===== src/rtl/aotf_map.svh =====
// register offsets, field positions, reset values and pattern constants
// assumes inclusion by bare name from the package and the design files
`ifndef AOTF_MAP_SVH
`define AOTF_MAP_SVH

`define AOTF_OFF_TPS 8'h0d
`define AOTF_OFF_STC 8'h0e
`define AOTF_OFF_TRIM 8'h10
`define AOTF_OFF_OFC 8'h14

`define AOTF_RST_TPS 8'h00
`define AOTF_RST_STC 8'h00
`define AOTF_RST_TRIM 8'h00
`define AOTF_RST_OFC 8'h05

`define AOTF_SEL_HI 3
`define AOTF_SEL_LO 0
`define AOTF_POL_BIT 2
`define AOTF_FMT_HI 1
`define AOTF_FMT_LO 0

`define AOTF_SEL_OFF 4'h0
`define AOTF_SEL_MID 4'h1
`define AOTF_SEL_PFS 4'h2
`define AOTF_SEL_NFS 4'h3
`define AOTF_SEL_CHK 4'h4
`define AOTF_SEL_PNL 4'h5
`define AOTF_SEL_PNS 4'h6
`define AOTF_SEL_TOG 4'h7
`define AOTF_SEL_USR 4'h8
`define AOTF_SEL_RMP 4'hf

`define AOTF_FMT_OFFBIN 2'h0
`define AOTF_FMT_TWOS 2'h1
`define AOTF_FMT_GRAY 2'h2

`define AOTF_WORD_MID 11'h400
`define AOTF_WORD_PFS 11'h7ff
`define AOTF_WORD_NFS 11'h000
`define AOTF_WORD_CHK0 11'h555
`define AOTF_WORD_CHK1 11'h2aa
`define AOTF_PNL_SEED 23'h7fffff
`define AOTF_PNS_SEED 9'h1ff

`define AOTF_FIFO_DEPTH 4

`endif


===== src/rtl/aotf_pkg.sv =====
// types shared by the output test and format logic and its bench
// assumes aotf_map.svh on the include path
`include "aotf_map.svh"

package aotf_pkg;

  // one channel's register copy
  typedef struct packed {
    logic [7:0] tps;
    logic [7:0] stc;
    logic [7:0] trim;
    logic [7:0] ofc;
  } aotf_cfg_t;

  // one channel's pattern generator state
  typedef struct packed {
    logic [22:0] lp;
    logic [8:0] sp;
    logic [10:0] ramp;
    logic tog;
  } aotf_gen_t;

  // one word for each channel, channel a in the low half
  typedef struct packed {
    logic [10:0] b;
    logic [10:0] a;
  } aotf_pair_t;

endpackage


===== src/rtl/aotf_fifo.sv =====
// small synchronous fifo with valid/ready on both sides
// assumes one clock; depth is a power of two
`timescale 1ns/10ps
`default_nettype none

module aotf_fifo #(
  parameter int W = 22,
  parameter int D = 4
) (
  input wire logic clock,
  input wire logic rstn,
  input wire logic in_valid,
  output logic in_ready,
  input wire logic [W-1:0] in_data,
  output logic out_valid,
  input wire logic out_ready,
  output logic [W-1:0] out_data
);
  localparam int AW = $clog2(D);
  localparam logic [AW:0] FULL = (AW+1)'(D);

  logic [W-1:0] mem_q [D];
  logic [W-1:0] mem_d [D];
  logic [AW-1:0] wr_q, wr_d, rd_q, rd_d;
  logic [AW:0] cnt_q, cnt_d;
  logic push, pop;

  assign push = in_valid && in_ready;
  assign pop = out_valid && out_ready;
  assign out_data = mem_q[rd_q];

  always_comb begin
    mem_d = mem_q;
    wr_d = wr_q;
    rd_d = rd_q;
    cnt_d = cnt_q;
    if (push) begin
      mem_d[wr_q] = in_data;
      wr_d = wr_q + 1'b1;
    end
    if (pop) begin
      rd_d = rd_q + 1'b1;
    end
    if (push && !pop) begin
      cnt_d = cnt_q + 1'b1;
    end else if (pop && !push) begin
      cnt_d = cnt_q - 1'b1;
    end
  end

  // flags are flops so both ready and valid leave straight from a register
  always_ff @(posedge clock or negedge rstn) begin
    if (!rstn) begin
      for (int i = 0; i < D; i++) begin
        mem_q[i] <= '0;
      end
      wr_q <= '0;
      rd_q <= '0;
      cnt_q <= '0;
      in_ready <= 1'b0;
      out_valid <= 1'b0;
    end else begin
      mem_q <= mem_d;
      wr_q <= wr_d;
      rd_q <= rd_d;
      cnt_q <= cnt_d;
      in_ready <= (cnt_d != FULL);
      out_valid <= (cnt_d != '0);
    end
  end
endmodule

`default_nettype wire


===== src/rtl/aotf_top.sv =====
// per-channel test pattern, polarity and number format for two channels
// assumes samples and register writes arrive on the same clock
// Notes on behaviour
// selector 0 samples; 1 midscale, 2 positive, 3 negative full scale
// selector 4 emits an alternating checkerboard word
// selector 7 alternates all ones and all zeros per sample
// selector 5 emits the long pseudorandom sequence
// selector 6 emits the short pseudorandom sequence
// selector 8 emits the user test word
// selector 15 emits an incrementing ramp; 9 to 14 must not be written
// polarity bit set passes data, cleared inverts every bit; reset is set
// format 00 offset binary, 01 twos complement (reset), 10 gray; not 11
// each channel keeps its own selector, polarity and format copy
// each word is formed whole from one settings snapshot, none partial
`timescale 1ns/10ps
`default_nettype none
`include "aotf_map.svh"

module aotf_top (
  input wire logic clock,
  input wire logic rstn,
  input wire logic reg_wr,
  input wire logic [1:0] reg_chan,
  input wire logic [7:0] reg_addr,
  input wire logic [7:0] reg_wdata,
  output logic [7:0] reg_rdata_q,
  input wire logic in_valid,
  output logic in_ready,
  input wire aotf_pkg::aotf_pair_t in_sample,
  input wire aotf_pkg::aotf_pair_t user_word,
  output logic out_valid,
  input wire logic out_ready,
  output aotf_pkg::aotf_pair_t out_data
);

  aotf_pkg::aotf_cfg_t cfg_q [2];
  aotf_pkg::aotf_cfg_t cfg_d [2];
  aotf_pkg::aotf_gen_t gen_q [2];
  aotf_pkg::aotf_gen_t gen_d [2];
  logic [7:0] rdata_d;
  logic [10:0] word [2];
  logic [10:0] smp [2];
  logic [10:0] usr [2];
  aotf_pkg::aotf_pair_t push_data;
  logic push;

  assign smp[0] = in_sample.a;
  assign smp[1] = in_sample.b;
  assign usr[0] = user_word.a;
  assign usr[1] = user_word.b;
  assign push = in_valid && in_ready;

  // raw word for the selected source, always in offset binary
  function automatic logic [10:0] pick_word(input logic [3:0] sel,
      input logic [10:0] s, input logic [10:0] u,
      input aotf_pkg::aotf_gen_t g);
    logic [10:0] r;
    r = s;
    case (sel)
      `AOTF_SEL_OFF: r = s;
      `AOTF_SEL_MID: r = `AOTF_WORD_MID;
      `AOTF_SEL_PFS: r = `AOTF_WORD_PFS;
      `AOTF_SEL_NFS: r = `AOTF_WORD_NFS;
      `AOTF_SEL_CHK: r = g.tog ? `AOTF_WORD_CHK1 : `AOTF_WORD_CHK0;
      `AOTF_SEL_PNL: r = g.lp[10:0];
      `AOTF_SEL_PNS: r = {g.sp[1:0], g.sp};
      `AOTF_SEL_TOG: r = {11{g.tog}};
      `AOTF_SEL_USR: r = u;
      `AOTF_SEL_RMP: r = g.ramp;
      // unused codes fall back to samples rather than freezing the bus
      default: r = s;
    endcase
    return r;
  endfunction

  function automatic logic [10:0] fmt_word(input logic [10:0] w,
      input logic [7:0] ofc);
    logic [10:0] r;
    r = w;
    case (ofc[`AOTF_FMT_HI:`AOTF_FMT_LO])
      `AOTF_FMT_OFFBIN: r = w;
      `AOTF_FMT_TWOS: r = {~w[10], w[9:0]};
      `AOTF_FMT_GRAY: r = w ^ {1'b0, w[10:1]};
      default: r = w;
    endcase
    if (!ofc[`AOTF_POL_BIT]) begin
      r = ~r;
    end
    return r;
  endfunction

  // register file, one copy per channel, written by channel mask
  always_comb begin
    cfg_d = cfg_q;
    for (int c = 0; c < 2; c++) begin
      if (reg_wr && reg_chan[c]) begin
        case (reg_addr)
          `AOTF_OFF_TPS: cfg_d[c].tps = reg_wdata;
          `AOTF_OFF_STC: cfg_d[c].stc = reg_wdata;
          `AOTF_OFF_TRIM: cfg_d[c].trim = reg_wdata;
          `AOTF_OFF_OFC: cfg_d[c].ofc = reg_wdata;
          default: cfg_d[c] = cfg_q[c];
        endcase
      end
    end
  end

  // reads show channel a unless only channel b is selected
  always_comb begin
    aotf_pkg::aotf_cfg_t rc;
    rc = (reg_chan == 2'h2) ? cfg_q[1] : cfg_q[0];
    case (reg_addr)
      `AOTF_OFF_TPS: rdata_d = rc.tps;
      `AOTF_OFF_STC: rdata_d = rc.stc;
      `AOTF_OFF_TRIM: rdata_d = rc.trim;
      `AOTF_OFF_OFC: rdata_d = rc.ofc;
      default: rdata_d = 8'h00;
    endcase
  end

  always_ff @(posedge clock or negedge rstn) begin
    if (!rstn) begin
      for (int c = 0; c < 2; c++) begin
        cfg_q[c].tps <= `AOTF_RST_TPS;
        cfg_q[c].stc <= `AOTF_RST_STC;
        cfg_q[c].trim <= `AOTF_RST_TRIM;
        cfg_q[c].ofc <= `AOTF_RST_OFC;
      end
      reg_rdata_q <= 8'h00;
    end else begin
      cfg_q <= cfg_d;
      reg_rdata_q <= rdata_d;
    end
  end

  // word formation is combinational on the settings of this cycle, so a
  // register write lands between two words and never splits one
  always_comb begin
    for (int c = 0; c < 2; c++) begin
      word[c] = fmt_word(pick_word(cfg_q[c].tps[`AOTF_SEL_HI:`AOTF_SEL_LO],
        smp[c], usr[c], gen_q[c]), cfg_q[c].ofc);
    end
    push_data.a = word[0];
    push_data.b = word[1];
  end

  // generators step only on accepted words so back-pressure keeps sequences
  always_comb begin
    gen_d = gen_q;
    for (int c = 0; c < 2; c++) begin
      if (push) begin
        gen_d[c].lp = {gen_q[c].lp[21:0],
          gen_q[c].lp[22] ^ gen_q[c].lp[17]};
        gen_d[c].sp = {gen_q[c].sp[7:0],
          gen_q[c].sp[8] ^ gen_q[c].sp[4]};
        gen_d[c].ramp = gen_q[c].ramp + 11'h001;
        gen_d[c].tog = ~gen_q[c].tog;
      end
    end
  end

  always_ff @(posedge clock or negedge rstn) begin
    if (!rstn) begin
      for (int c = 0; c < 2; c++) begin
        gen_q[c].lp <= `AOTF_PNL_SEED;
        gen_q[c].sp <= `AOTF_PNS_SEED;
        gen_q[c].ramp <= 11'h000;
        gen_q[c].tog <= 1'b0;
      end
    end else begin
      gen_q <= gen_d;
    end
  end

  aotf_fifo #(
    .W(22),
    .D(`AOTF_FIFO_DEPTH)
  ) u_fifo (
    .clock(clock),
    .rstn(rstn),
    .in_valid(in_valid),
    .in_ready(in_ready),
    .in_data(push_data),
    .out_valid(out_valid),
    .out_ready(out_ready),
    .out_data(out_data)
  );

  logic [3:0] sel_a;
  logic [1:0] fmt_a;
  logic pol_a;
  logic plain_a;
  assign sel_a = cfg_q[0].tps[`AOTF_SEL_HI:`AOTF_SEL_LO];
  assign fmt_a = cfg_q[0].ofc[`AOTF_FMT_HI:`AOTF_FMT_LO];
  assign pol_a = cfg_q[0].ofc[`AOTF_POL_BIT];
  assign plain_a = (fmt_a == 2'h0) && pol_a;
endmodule

`default_nettype wire


===== config.mk =====
export PLATFORM = sky130hd
export DESIGN_NAME = aotf_top
export DESIGN_NICKNAME = d
export VERILOG_FILES = /design/src/rtl/aotf_pkg.sv /design/src/rtl/aotf_fifo.sv /design/src/rtl/aotf_top.sv
export VERILOG_INCLUDE_DIRS = /design/src /design/src/rtl
export SDC_FILE = /design/constraint.sdc
export NUM_CORES = 1
export LEC_CHECK = 0
export BUFFER_PORTS_ARGS = -buffer_cell sky130_fd_sc_hd__buf_2
export CORE_ASPECT_RATIO = 2
export CORE_MARGIN = 5
export CORE_UTILIZATION = 54
export DETAILED_ROUTE_END_ITERATION = 10
export PLACE_DENSITY_LB_ADDON = 0.05
export SKIP_LAST_GASP = 1
export SYNTH_ARGS = -nofsm -noshare
export SYNTH_HDL_FRONTEND = slang
export SYNTH_SLANG_ARGS = --single-unit
export TNS_END_PERCENT = 10

===== constraint.sdc =====
create_clock -name clock -period 3.5 [get_ports clock]
set_clock_uncertainty 0.15 [all_clocks]
set_input_delay 0.35 -clock clock [delete_from_list [all_inputs] [get_ports clock]]
set_output_delay 0.35 -clock clock [all_outputs]
set_load 0.02 [all_outputs]

* After elaboration in Yosys (flattened, before gate mapping) *
Index checks and enable logic that the tools add are counted.

word-level totals
  output and inout bits = 32
  bits in registers = 257
  word-level logic and storage cells = 113

cells by class
  multiplexer cells = 18
  eq/ne operators = 28
  reductions and logical operators = 18
  bitwise logic cells = 14
  order comparisons = 3
  $add $sub $neg = 6

operators by type and width
  operator                                                  count
  case mux 11 bit (9 select lines)                          2
  bitwise mux 88 bit                                        1
  2-to-1 mux 22 bit                                         3
  binary-select mux 22 bit (select 2 bit)                   1
  demux 22 bit (select 2 bit)                               1
  2-to-1 mux 11 bit                                         4
  case mux 11 bit (2 select lines)                          2
  == test 4 x 3 -> 1 bit, second input constant             8
  2-to-1 mux 32 bit                                         1
  case mux 8 bit (4 select lines)                           1
  adder 11 x 1 -> 11 bit, second input constant             2
  inverter 11 bit                                           2
  bitwise XOR 11 x 10 -> 11 bit                             2
  == test 4 x 2 -> 1 bit, second input constant             4
  == test 4 bit, second input constant                      4
  == test 8 x 4 -> 1 bit, second input constant             2
  == test 8 x 5 -> 1 bit, second input constant             2
  AND reduction 2 bit                                       8
  == test 4 x 1 -> 1 bit, second input constant             2
  logical AND 1 bit                                         7
  == test 2 bit, second input constant                      3
  greater-or-equal comparator 3 bit, second input constant  2
  2-to-1 mux 3 bit                                          2
  inverter 2 -> 3 bit                                       2
  other kinds (10)                                          19

* Longest topological paths before layout *
Gate-level depths: netlist (run 1).

  depth in word-level cells = 7
  mapped depth = 11
  mapped depth without buffers = 8

* Modules after synthesis *
A second synthesis (run 1) with hierarchy kept.

second synthesis, totals
  cells, all modules = 1,091
  area total of the unflattened synthesis = 13,479.2 µm²

modules (own cells, without submodules)
  module     area each (µm²)  cells an instance  instances  sequential area each (µm²)
  aotf_top   9,096.2          829                1          4,088.9
  aotf_fifo  4,383.0          262                1          2,427.3

* Least setup slack after synthesis (run 1) *
OpenSTA, ideal clock, no wires.

  path kind = register to register
  start point = register cfg_q[27] (netlist name)
  end point = register u_fifo.mem_q[37] (netlist name)
  setup time = 95 ps
  clock period less this slack = 2,611 ps
  data arrival time = 2,366 ps
  cell stages (with the launch flop) = 9
  path buffers = 1
  required time = 3,255 ps
  setup slack = 889 ps
  cells stage by stage = dfrtp_1 buf_6 nor2b_1 a211o_1 a211o_1 o32a_1 or3_4 and4_4 o31ai_1

between the ends
  cells in the longest elaborated chain, start to end = 7
  elaborated cells on any way between the ends = 15

RTL lines
  item                                   RTL line         text
  start: declaration                     aotf_top.sv:36   aotf_pkg::aotf_cfg_t cfg_q [2];
  start signal: assignment               aotf_top.sv:131  cfg_q <= cfg_d;
  == test 4 bit (tied with other cells)  aotf_top.sv:59   case (sel)
  case mux 11 bit (9 select lines) *     aotf_top.sv:59
  bitwise XOR 11 x 10 -> 11 bit          aotf_top.sv:83   `AOTF_FMT_GRAY: r = w ^ {1'b0, w[10:1]};
  case mux 11 bit (2 select lines) *     aotf_top.sv:80   case (ofc[`AOTF_FMT_HI:`AOTF_FMT_LO])
  inverter 11 bit                        aotf_top.sv:87   r = ~r;
  2-to-1 mux 11 bit *                    aotf_top.sv:86   if (!ofc[`AOTF_POL_BIT]) begin
  bitwise mux 88 bit *                   aotf_fifo.sv:38  mem_d[wr_q] = in_data;
  end signal: assignment                 aotf_fifo.sv:63  mem_q <= mem_d;
  end: declaration                       aotf_fifo.sv:22  logic [W-1:0] mem_q [D];

Every way passes the cells marked *; elsewhere a longest branch is shown, timed or not.
A chain may end at the register's enable or synchronous reset.

* Worst setup path in the final report (run 1) *
  start point = register cfg_q[27] (netlist name)
  end point = register u_fifo.mem_q[57] (netlist name)

Same word-level chain as after synthesis.

==> out/qor.txt, run 1 <==
#FFs+latches synth -> 257
Peak VDD IR -> 387 uV
Crit path kind -> flip-flop to flip-flop
ANT nets after route -> 0
Final Max Tran Viols -> 0
Post-route minimum period -> 3.16 ns
H-tree Lvls -> 1
Total Routed Length -> 35,900 um
Post-DP HPWL -> 26,000 um
Row count -> 82
Setup Viol. Count Final -> 0
Status -> finished, final reports clean
Die width -> 123 um
Placed Area -> 14,500 um^2
Port bufs -> 98
P&R area growth vs syn -> 12.1%
Final Instance Area -> 15,300 um^2
Count of final hold-check violations -> 0
Rel. slew slack -> 35.1%
Setup TNS Final -> 0 ns
Fin cells -> 1,805
Critical path data arrival time -> 3.44 ns
CTS tree -> yes
I/O pin cnt -> 99
Post-Synthesis Cells -> 1,381
Clock root buffer -> clkbuf_16
Area contributors post-synth -> dfrtp_1, dfstp_2, nand2_1, mux2_2, a22oi_1
Multi-input gate area -> 6710 um^2
Pwr per Cell Area -> 624 nW/um^2
Die height -> 235 um
Final worst-path cycle share -> 90.4%
DP Worst Slack -> 0.441 ns
Count of flip-flops with a built-in enable after synthesis -> 0
Clk_lat worst skew -> 0.53 ns
Total power -> 9560 uW
Largest net degree at the start of global routing -> 85
Inst Count DP -> 1,758
Post-synth ARST share -> 100%
Layout cells sized above 1 -> 24.9%
Storage element area -> 6520 um^2
Core ar. -> 25,000 um^2
# DRC -> 0
RSZ-0062 raised after global routing -> false
CTS resizes -> 0
Most common cell after layout, fill and taps aside -> nand2_1
Layout Nets -> 1,529
Post-synthesis sequential area ratio -> 47.6%
Crit end category -> flip-flop
WP data required -> 3.78 ns
Routed WL per cell -> 19.9 um
Worst min-delay path category -> input port to flip-flop
Yosys warns -> 0
Vias -> 10,776
First-pass GRT wire length -> 58,200 um
Synth Cell Area -> 13,700 um^2
Initial Util -> 54.6%
CTS buffer count -> 24
Drt first pass iters -> 5
Syn_nets -> 1,460
Most frequent cells in the layout -> nand2_1, dfrtp_1, buf_2, mux2_2, dfstp_2
Clk pin slew, worst setup/hold paths -> 0.07 ns
Synth Flop Type -> dfrtp_1
Worst Path Max Fanout -> 13
Startpoint types -> flip-flop
Leak Pwr -> 0.00686 uW
Slew @ Worst Pin -> 0.966 ns
Clock sink count -> 257
Antenna violations before repair -> 1
Initial DRC Count -> 863
CTS Buffer Depth -> 3
Setup WS post-layout -> 0.338 ns
Total GRT Usage -> 25.3%
Post-synth top area share -> 34.6%
Max Cap Violations -> 0
Post-synth cell types -> 75
Mapped Avg Cell Area -> 9.91 um^2
Via-per-instance ratio -> 5.97
FILL cells -> 2,240
RD Place Congestion -> 0.904
GR Overflow Total -> 0
F_max -> 0.316 GHz
Vias in the first global route -> 10,981
Die ar. -> 28,800 um^2
Synth area leader -> dfrtp_1
[cell families (layout without fill, tap and decap cells)]
family / count (synthesis) / after routing / synth area share (%)
buffers and inverters: 111 / 198 / 3.34
adder cells (fa/ha/maj): 12 / 12 / 1.10
AO/OA/AOI/OAI: 277 / 277 / 14.8
multiplexers: 116 / 116 / 11.2
flip-flops: 257 / 257 / 47.6
other: 0 / 1 / 0
AND/OR/NAND/NOR: 573 / 573 / 19.7
XOR/XNOR: 35 / 35 / 2.24
[synth_stat cells, types with 6 or more instances]
cell	n
o31ai_1	57
and3_1	23
nand2b_1	11
buf_1	6
mux4_2	22
nor3_1	36
a22oi_1	66
a221oi_1	6
mux2_2	71
a31oi_1	25
clkbuf_1	68
o21ai_0	28
inv_1	13
nand3_1	44
nand2_1	314
o32a_1	10
o32ai_1	7
xnor2_1	29
ha_1	12
dfrtp_1	189
nor2_1	61
dfstp_2	68
xor2_1	6
and4_1	10
nor2b_1	19
buf_2	20
and3b_1	7
a21oi_1	22
mux2i_1	21
[stage by stage]
step / util, % / hold WS (ns)
floorplan: - / -0.0956
global placement: 58.0 / 0.239
detailed placement: 58.0 / 0.244
CTS: 61.2 / 0.0201
global route: 61.2 / 0.0524
finish: 61.2 / 0.0458
[flip-flops by register name, summed over array words and instances, names as in the netlist]
register,count
u_fifo.in_ready,1
u_fifo.rd_q,2
u_fifo.wr_q,2
reg_rdata_q,8
u_fifo.mem_q,88
cfg_q,64
gen_q,88
u_fifo.out_valid,1
u_fifo.cnt_q,3
[repair_timing]
item	in CTS	in global routing
hold endpoints to repair	77	0
setup buffers	0	0
endpoints found under the setup margin	0	0
hold buffers	2	0
[critical path: stages (launching register included)]
cell	delay (ns)
dfrtp_1	0.47
buf_4	0.22
nor2b_1	0.15
buf_4	0.18
o32ai_1	0.09
a211oi_1	0.61
o32ai_1	0.32
or3_4	0.43
and4_4	0.20
o31ai_1	0.23
[routing by layer]
metal,global-route usage [%],vias up,part of all wire [%]
met5,0,-,0
met4,12.4,0,5.2
met3,2.24,98,3.0
met2,45.0,255,54
met1,30.2,5290,38
li1,-,5133,-
[report_power, final]
part           internal, uW  leakage [uW]  switching, uW
Combinational          1230       0.00334           1680
Clock                  1480      0.000383           1140
Sequential             3600       0.00314            421
Total                  6320       0.00686           3240
[final timing paths]
path / slack (ns) / startpoint / cells past startpoint / endpoint
worst max-delay path: 0.34 / cfg_q[27] / 9 / u_fifo.mem_q[57]
worst min-delay path: 0.05 / reg_wdata[1] / 3 / cfg_q[25]
worst max register to register: 0.34 / cfg_q[27] / 9 / u_fifo.mem_q[57]
worst min register to register: 0.30 / gen_q[33] / 2 / gen_q[34]
max in group asynchronous: 2.02 / rstn / 3 / gen_q[61]
min in group asynchronous: 0.24 / rstn / 2 / u_fifo.mem_q[17]
[final cells by class]
cell class	count	area share, %
antenna	1	0.0163
clock buffer	36	4.62
clock inverter	8	0.490
inverter	14	0.343
multi-input combinational	1013	43.8
sequential	257	42.5
tap	336	2.74
timing repair buffer	140	5.52
Power figures use the tool's default switching activity.
==> run 2: changes to the inputs <==
- CTS_BUF_LIST: default -> sky130_fd_sc_hd__clkbuf_4 sky130_fd_sc_hd__clkbuf_8
- clock period: 3.5 -> 2.5 ns (I/O delays scaled with it)
==> run 2 against run 1 <==
Effect of this change:
- the flow now finishes with violations (setup timing)
- worst setup slack got worse by 0.60 ns
- core utilization increased by 6.5 points
- hold slack improved by 0.041 ns
- final cell count increased by 9.0%
- flip-flop and latch count unchanged
- via count increased by 6.1%
- critical path depth decreased by 1
- highest routed layer unchanged
- critical path type unchanged
- critical endpoint is now u_fifo.mem_q[37]
- first-iteration DRC count decreased by 21%
- die area unchanged
- maximum frequency increased by 14%
- wire length increased by 5.1%
==> out/qor.txt, run 2 (synthesis gave the netlist of run 1 again) <==
Pwr per Cell Area -> 828 nW/um^2 (+33%)
Failing checks -> setup timing
WP depth -> 8 (-1)
Die ar. -> 28,800 um^2 (unchanged)
Peak VDD IR -> 515 uV (+33%)
Row count -> 82 (unchanged)
I/O pin cnt -> 99 (unchanged)
Seq pwr share -> 40.2% (-1.9 points)
Hold depth -> 4 (+1)
Placed Area -> 15,500 um^2 (+6.6%)
Slowest CP cell -> dfrtp_2
Clk pin slew, worst setup/hold paths -> 0.07 ns (about the same)
Combinational share of power -> 32.4% (+2.0 points)
Clock sink count -> 257 (unchanged)
Count of final hold-check violations -> 0 (unchanged)
ANT nets after route -> 0 (unchanged)
Via-per-instance ratio -> 5.81 (-2.6%)
CP max stage delay -> 0.45 ns (-0.16 ns)
Top flop regs -> gen_q (88), u_fifo.mem_q (88), cfg_q (64)
# DRC -> 0 (unchanged)
Multi-input gate area -> 7080 um^2 (+5.5%)
Total Routed Length -> 37,700 um (+5.1%)
Storage element area -> 6530 um^2 (+0.13%)
First-pass GRT wire length -> 61,400 um (+5.5%)
Critical path data arrival time -> 3.05 ns (-0.39 ns)
Most frequent cells in the layout -> nand2_1, dfrtp_1, buf_4, buf_2, dfstp_2
Leak Pwr -> 0.00774 uW (+13%)
Clk_lat worst skew -> 0.57 ns (+0.04 ns)
Port bufs -> 98 (unchanged)
Initial Util -> 54.6% (unchanged)
Drt first pass iters -> 5 (unchanged)
Setup TNS Final -> -10.49 ns (-10.49 ns)
Sw Share -> 33.9% (-0.036 points)
Total power -> 14,000 uW (+47%)
Net Sw Power -> 4760 uW (+47%)
Layout Nets -> 1,680 (+9.9%)
Vias in the first global route -> 12,014 (+9.4%)
Antenna violations before repair -> 1 (unchanged)
CTS Buffer Depth -> 3 (unchanged)
Worst Reg2Reg Path Length in Cells -> 8 (-1)
Cell internal pwr -> 9290 uW (+47%)
Setup WS post-layout -> -0.262 ns (-0.600 ns)
Slew @ Worst Pin -> 0.794 ns (-0.171 ns)
Buf/Inv on CP -> 1 (-1)
Final Instance Area -> 17,000 um^2 (+11%)
Final Max Tran Viols -> 0 (unchanged)
Crit end category -> flip-flop
Initial DRC Count -> 679 (-21%)
Post-route minimum period -> 2.76 ns (-0.400 ns)
Rel. slew slack -> 47.0% (+12 points)
CTS buffer count -> 38 (+58%)
GR Overflow Total -> 0 (unchanged)
H-tree Lvls -> 2 (+1)
FILL cells -> 2,084 (-7.0%)
Post-DP HPWL -> 27,700 um (+6.5%)
Routed WL per cell -> 19.2 um (-3.6%)
Status -> complete, but fails checks
RD Place Congestion -> 0.888 (-1.8%)
Worst min-delay path category -> input port to flip-flop
Worst path top cell family by delay -> compound AO/OA/AOI/OAI gates
Die width -> 123 um (unchanged)
Clock root buffer -> clkbuf_8
Setup Viol. Count Final -> 85 (+85)
P&R area growth vs syn -> 24.0%
CP most frequent cell -> a211o_1
Layout cells sized above 1 -> 35.5% (+11 points)
Total GRT Usage -> 26.8% (+1.4 points)
Vias -> 11,438 (+6.1%)
WP data required -> 2.79 ns (-0.99 ns)
Critical Path, Cell by Cell -> buf_6, nor3_1, a211o_1, a211o_1, o32a_1, or3_4, and4_4, o31ai_2
Startpoint types -> flip-flop
Max Cap Violations -> 0 (unchanged)
Die height -> 235 um (unchanged)
RSZ-0062 raised after global routing -> true
Most common cell after layout, fill and taps aside -> nand2_1
Crit path kind -> flip-flop to flip-flop
Clock Power Share -> 27.4% (about the same)
Worst Path Max Fanout -> 8 (-5)
Largest net degree at the start of global routing -> 75 (-12%)
F_max -> 0.362 GHz (+14%)
Core ar. -> 25,000 um^2 (unchanged)
CTS tree -> yes
Final worst-path cycle share -> 110% (+20 points)
## run 2: cell count changes in the layout (fill, tap and decap cells not counted), sizes merged
cell	before	now
bufinv	1	3
clkinvlp	1	2
clkinv	6	7
buf	138	266
clkbuf	36	57
bufbuf	0	1
dlygate4sd3	2	10
## run 2: final timing paths
check                            start               end  slack (ns)
setup reg to reg             cfg_q[25]  u_fifo.mem_q[37]       -0.26
max in group asynchronous         rstn         gen_q[83]        1.32
hold reg to reg              gen_q[40]         gen_q[41]        0.30
min in group asynchronous         rstn  u_fifo.mem_q[83]        0.12
setup / recovery             cfg_q[25]  u_fifo.mem_q[37]       -0.26
hold / removal             reg_chan[0]    reg_rdata_q[7]        0.09
## run 2: cell type report
class	instances	area share [%]
antenna	1	0.0147
clock buffer	57	4.25
clock inverter	12	0.929
inverter	14	0.310
multi-input combinational	1013	41.7
sequential	257	38.5
tap	336	2.48
timing repair buffer	277	11.9
## run 2: power groups by stage
| stage | combinational (uW) | clock, uW | sequential, uW |
|---|---|---|---|
| floorplan | 3060 | 0 | 5510 |
| global placement | 4370 | 0 | 5670 |
| detailed placement | 4440 | 0 | 5720 |
| CTS | 4540 | 3960 | 5650 |
| global route | 5030 | 4110 | 5750 |
| finish | 4550 | 3850 | 5650 |
## run 2: what timing repair did
| action | CTS | global route |
|---|---|---|
| hold buffers | 10 | 0 |
| buffers inserted | 12 | 3 |
| cloned | 1 | 0 |
| endpoints found under the hold margin | 220 | 0 |
| endpoints found under the setup margin | 85 | 88 |
| resized for setup | 47 | 34 |
| pin swaps | 10 | 13 |
## run 2: per-layer routing
| metal | part of all wire, % | global-route usage [%] | vias up |
|---|---|---|---|
| met3 | 3.0 | 3.56 | 110 |
| met1 | 37 | 29.8 | 5610 |
| met5 | 0 | 0 | - |
| met2 | 55 | 49.2 | 271 |
| met4 | 5.3 | 12.6 | 0 |
| li1 | - | - | 5447 |
## run 2: metrics by stage
stage               hold slack (ns)  utilization, %  instances  setup WS, ns
floorplan                    -0.196               -       1381       -0.0234
global placement              0.121            61.9       1871        -0.248
detailed placement            0.125            61.9       1871        -0.288
CTS                          0.0478            67.0       1963        -0.200
global route                 0.0792            67.8       1966        -0.364
finish                       0.0868            67.8       1967        -0.262
## run 2: tightest hold or removal path: stages
cell,delay [ns]
buf_2,0.14
nor2b_1,0.06
buf_4,0.18
a31oi_1,0.13
==> run 3: changes to the inputs <==
- clock period: 2.5 -> 2.9 ns (I/O delays scaled with it)
==> run 3 against run 2 <==
Effect of this change:
- the flow now finishes without violations
- largest power group unchanged
- flip-flop and latch count unchanged
- core utilization down 4.6 points
- final cell count is 4.8% lower
- design area shrank 6.8%
- first-iteration DRC count is 2.2% higher
- sequential share of layout area is 2.8 points higher
- non-clock buffer count shrank 94
- critical path type unchanged
- via count shrank 3.9%
- wire length fell by 3.0%
- hold slack better by 0.010 ns
- highest routed layer unchanged
==> out/qor.txt, run 3 (synthesis gave the netlist of run 1 again) <==
Die ar. -> 28,800 um^2 (unchanged)
Vias -> 10,987 (-3.9%)
Post-route minimum period -> 2.80 ns (+0.0370 ns)
Initial DRC Count -> 694 (+2.2%)
Row count -> 82 (unchanged)
Port bufs -> 98 (unchanged)
Total Routed Length -> 36,600 um (-3.0%)
Clock sink count -> 257 (unchanged)
GR Overflow Total -> 0 (unchanged)
FILL cells -> 2,206 (+5.9%)
# DRC -> 0 (unchanged)
Startpoint types -> flip-flop
Most frequent cells in the layout -> nand2_1, dfrtp_1, buf_2, mux2_2, buf_4
Pwr per Cell Area -> 735 nW/um^2 (-11%)
Via-per-instance ratio -> 5.87 (+0.88%)
Hold_ws -> 0.0973 ns (+0.0105 ns)
Count of final hold-check violations -> 0 (unchanged)
Worst min-delay path category -> input port to asynchronous set/reset pin
DP Worst Slack -> 0.00679 ns (+0.295 ns)
Initial Util -> 54.6% (unchanged)
Layout cells sized above 1 -> 29.0% (-6.5 points)
Largest net degree at the start of global routing -> 78 (+4.0%)
P&R area growth vs syn -> 15.6%
CTS Buffer Depth -> 3 (unchanged)
F_max -> 0.357 GHz (-1.3%)
Post-DP HPWL -> 26,900 um (-3.1%)
FF-to-FF setup slack -> 0.10 ns (+0.36 ns)
Slew @ Worst Pin -> 0.776 ns (-0.0180 ns)
First-pass GRT wire length -> 59,400 um (-3.3%)
Max Cap Violations -> 0 (unchanged)
Peak VDD IR -> 382 uV (-26%)
Critical path data arrival time -> 3.07 ns (+0.02 ns)
WP data required -> 3.17 ns (+0.38 ns)
Setup WS post-layout -> 0.101 ns (+0.363 ns)
Core ar. -> 25,000 um^2 (unchanged)
Die width -> 123 um (unchanged)
Crit end category -> flip-flop
Routed WL per cell -> 19.5 um (+1.9%)
Total power -> 11,600 uW (-17%)
Final Max Tran Viols -> 0 (unchanged)
ANT nets after route -> 0 (unchanged)
Most common cell after layout, fill and taps aside -> nand2_1
Layout Nets -> 1,586 (-5.6%)
H-tree Lvls -> 2 (unchanged)
Crit path kind -> flip-flop to flip-flop
Final worst-path cycle share -> 96.5% (-14 points)
Top flop regs -> gen_q (88), u_fifo.mem_q (88), cfg_q (64)
RSZ-0062 raised after global routing -> true
Clk_lat worst skew -> 0.56 ns (about the same)
Antenna violations before repair -> 1 (unchanged)
Die height -> 235 um (unchanged)
Leak Pwr -> 0.00714 uW (-7.7%)
Rel. slew slack -> 48.2% (+1.2 points)
Status -> finished, final reports clean
Setup Viol. Count Final -> 0 (-100%)
Drt first pass iters -> 6 (+1)
I/O pin cnt -> 99 (unchanged)
Worst Path Max Fanout -> 7 (-1)
Multi-input gate area -> 6770 um^2 (-4.3%)
Vias in the first global route -> 11,311 (-5.9%)
Setup TNS Final -> 0 ns (+10.49 ns)
Total GRT Usage -> 26.0% (-0.76 points)
RD Place Congestion -> 0.936 (+5.4%)
CTS tree -> yes
Storage element area -> 6530 um^2 (unchanged)
CTS buffer count -> 38 (unchanged)
Clock root buffer -> clkbuf_8
Clk pin slew, worst setup/hold paths -> 0.07 ns (about the same)
[run 3: routing by layer]
layer  wire length [um]  GRT usage, %
met5                  0             0
met4               1960          12.9
met3               1150          3.06
met2              20000          47.7
met1              13500          28.9
[run 3: repair_timing]
action                                  in CTS  in global routing
setup buffers                                0                  3
hold buffers                                10                  0
resized for setup                            0                 16
endpoints found under the hold margin      264                  0
endpoints found under the setup margin       0                 78
[run 3: final timing paths]
| path | startpoint | end | depth (start not counted) |
|---|---|---|---|
| max in group asynchronous | rstn | gen_q[59] | 3 |
| min reg2reg | gen_q[79] | gen_q[80] | 2 |
| min in group clock | reg_chan[0] | reg_rdata_q[1] | 4 |
| max reg2reg | cfg_q[27] | u_fifo.mem_q[21] | 8 |
| min | rstn | u_fifo.mem_q[40] | 2 |
| max | cfg_q[27] | u_fifo.mem_q[21] | 8 |
[run 3: where the power goes]
group / total (uW) / leakage [uW] / internal, uW / switching [uW]
sequential: 4890 / 0.00313 / 4350 / 539
clock: 3100 / 0.000429 / 1680 / 1420
combinational: 3630 / 0.00358 / 1570 / 2060
total: 11600 / 0.00714 / 7600 / 4020
[run 3: final cells by class]
type | instances | share of cell area [%]
Clock buffer | 57 | 4.52
Tap cell | 336 | 2.66
Timing Repair Buffer | 183 | 7.83
Clock inverter | 12 | 0.585
Multi-Input combinational cell | 1013 | 42.8
Inverter | 14 | 0.332
Sequential cell | 257 | 41.2
Antenna cell | 1 | 0.0158
[run 3: worst max-delay path: stages (launching register included)]
cell	delay, ns
dfrtp_2	0.44
buf_4	0.15
nor4b_4	0.27
nand4b_1	0.28
o21ai_0	0.13
o32a_1	0.44
mux2i_1	0.17
xnor2_1	0.52
o21ai_1	0.11
[run 3: per-stage QoR]
step	utilization [%]	area (um^2)	std cells
2_1_floorplan	-	13700	1381
3_3_place_gp	59.2	14800	1790
3_5_place_dp	59.2	14800	1790
4_1_cts	62.8	15700	1869
5_1_grt	63.2	15800	1873
6_report	63.2	15800	1873
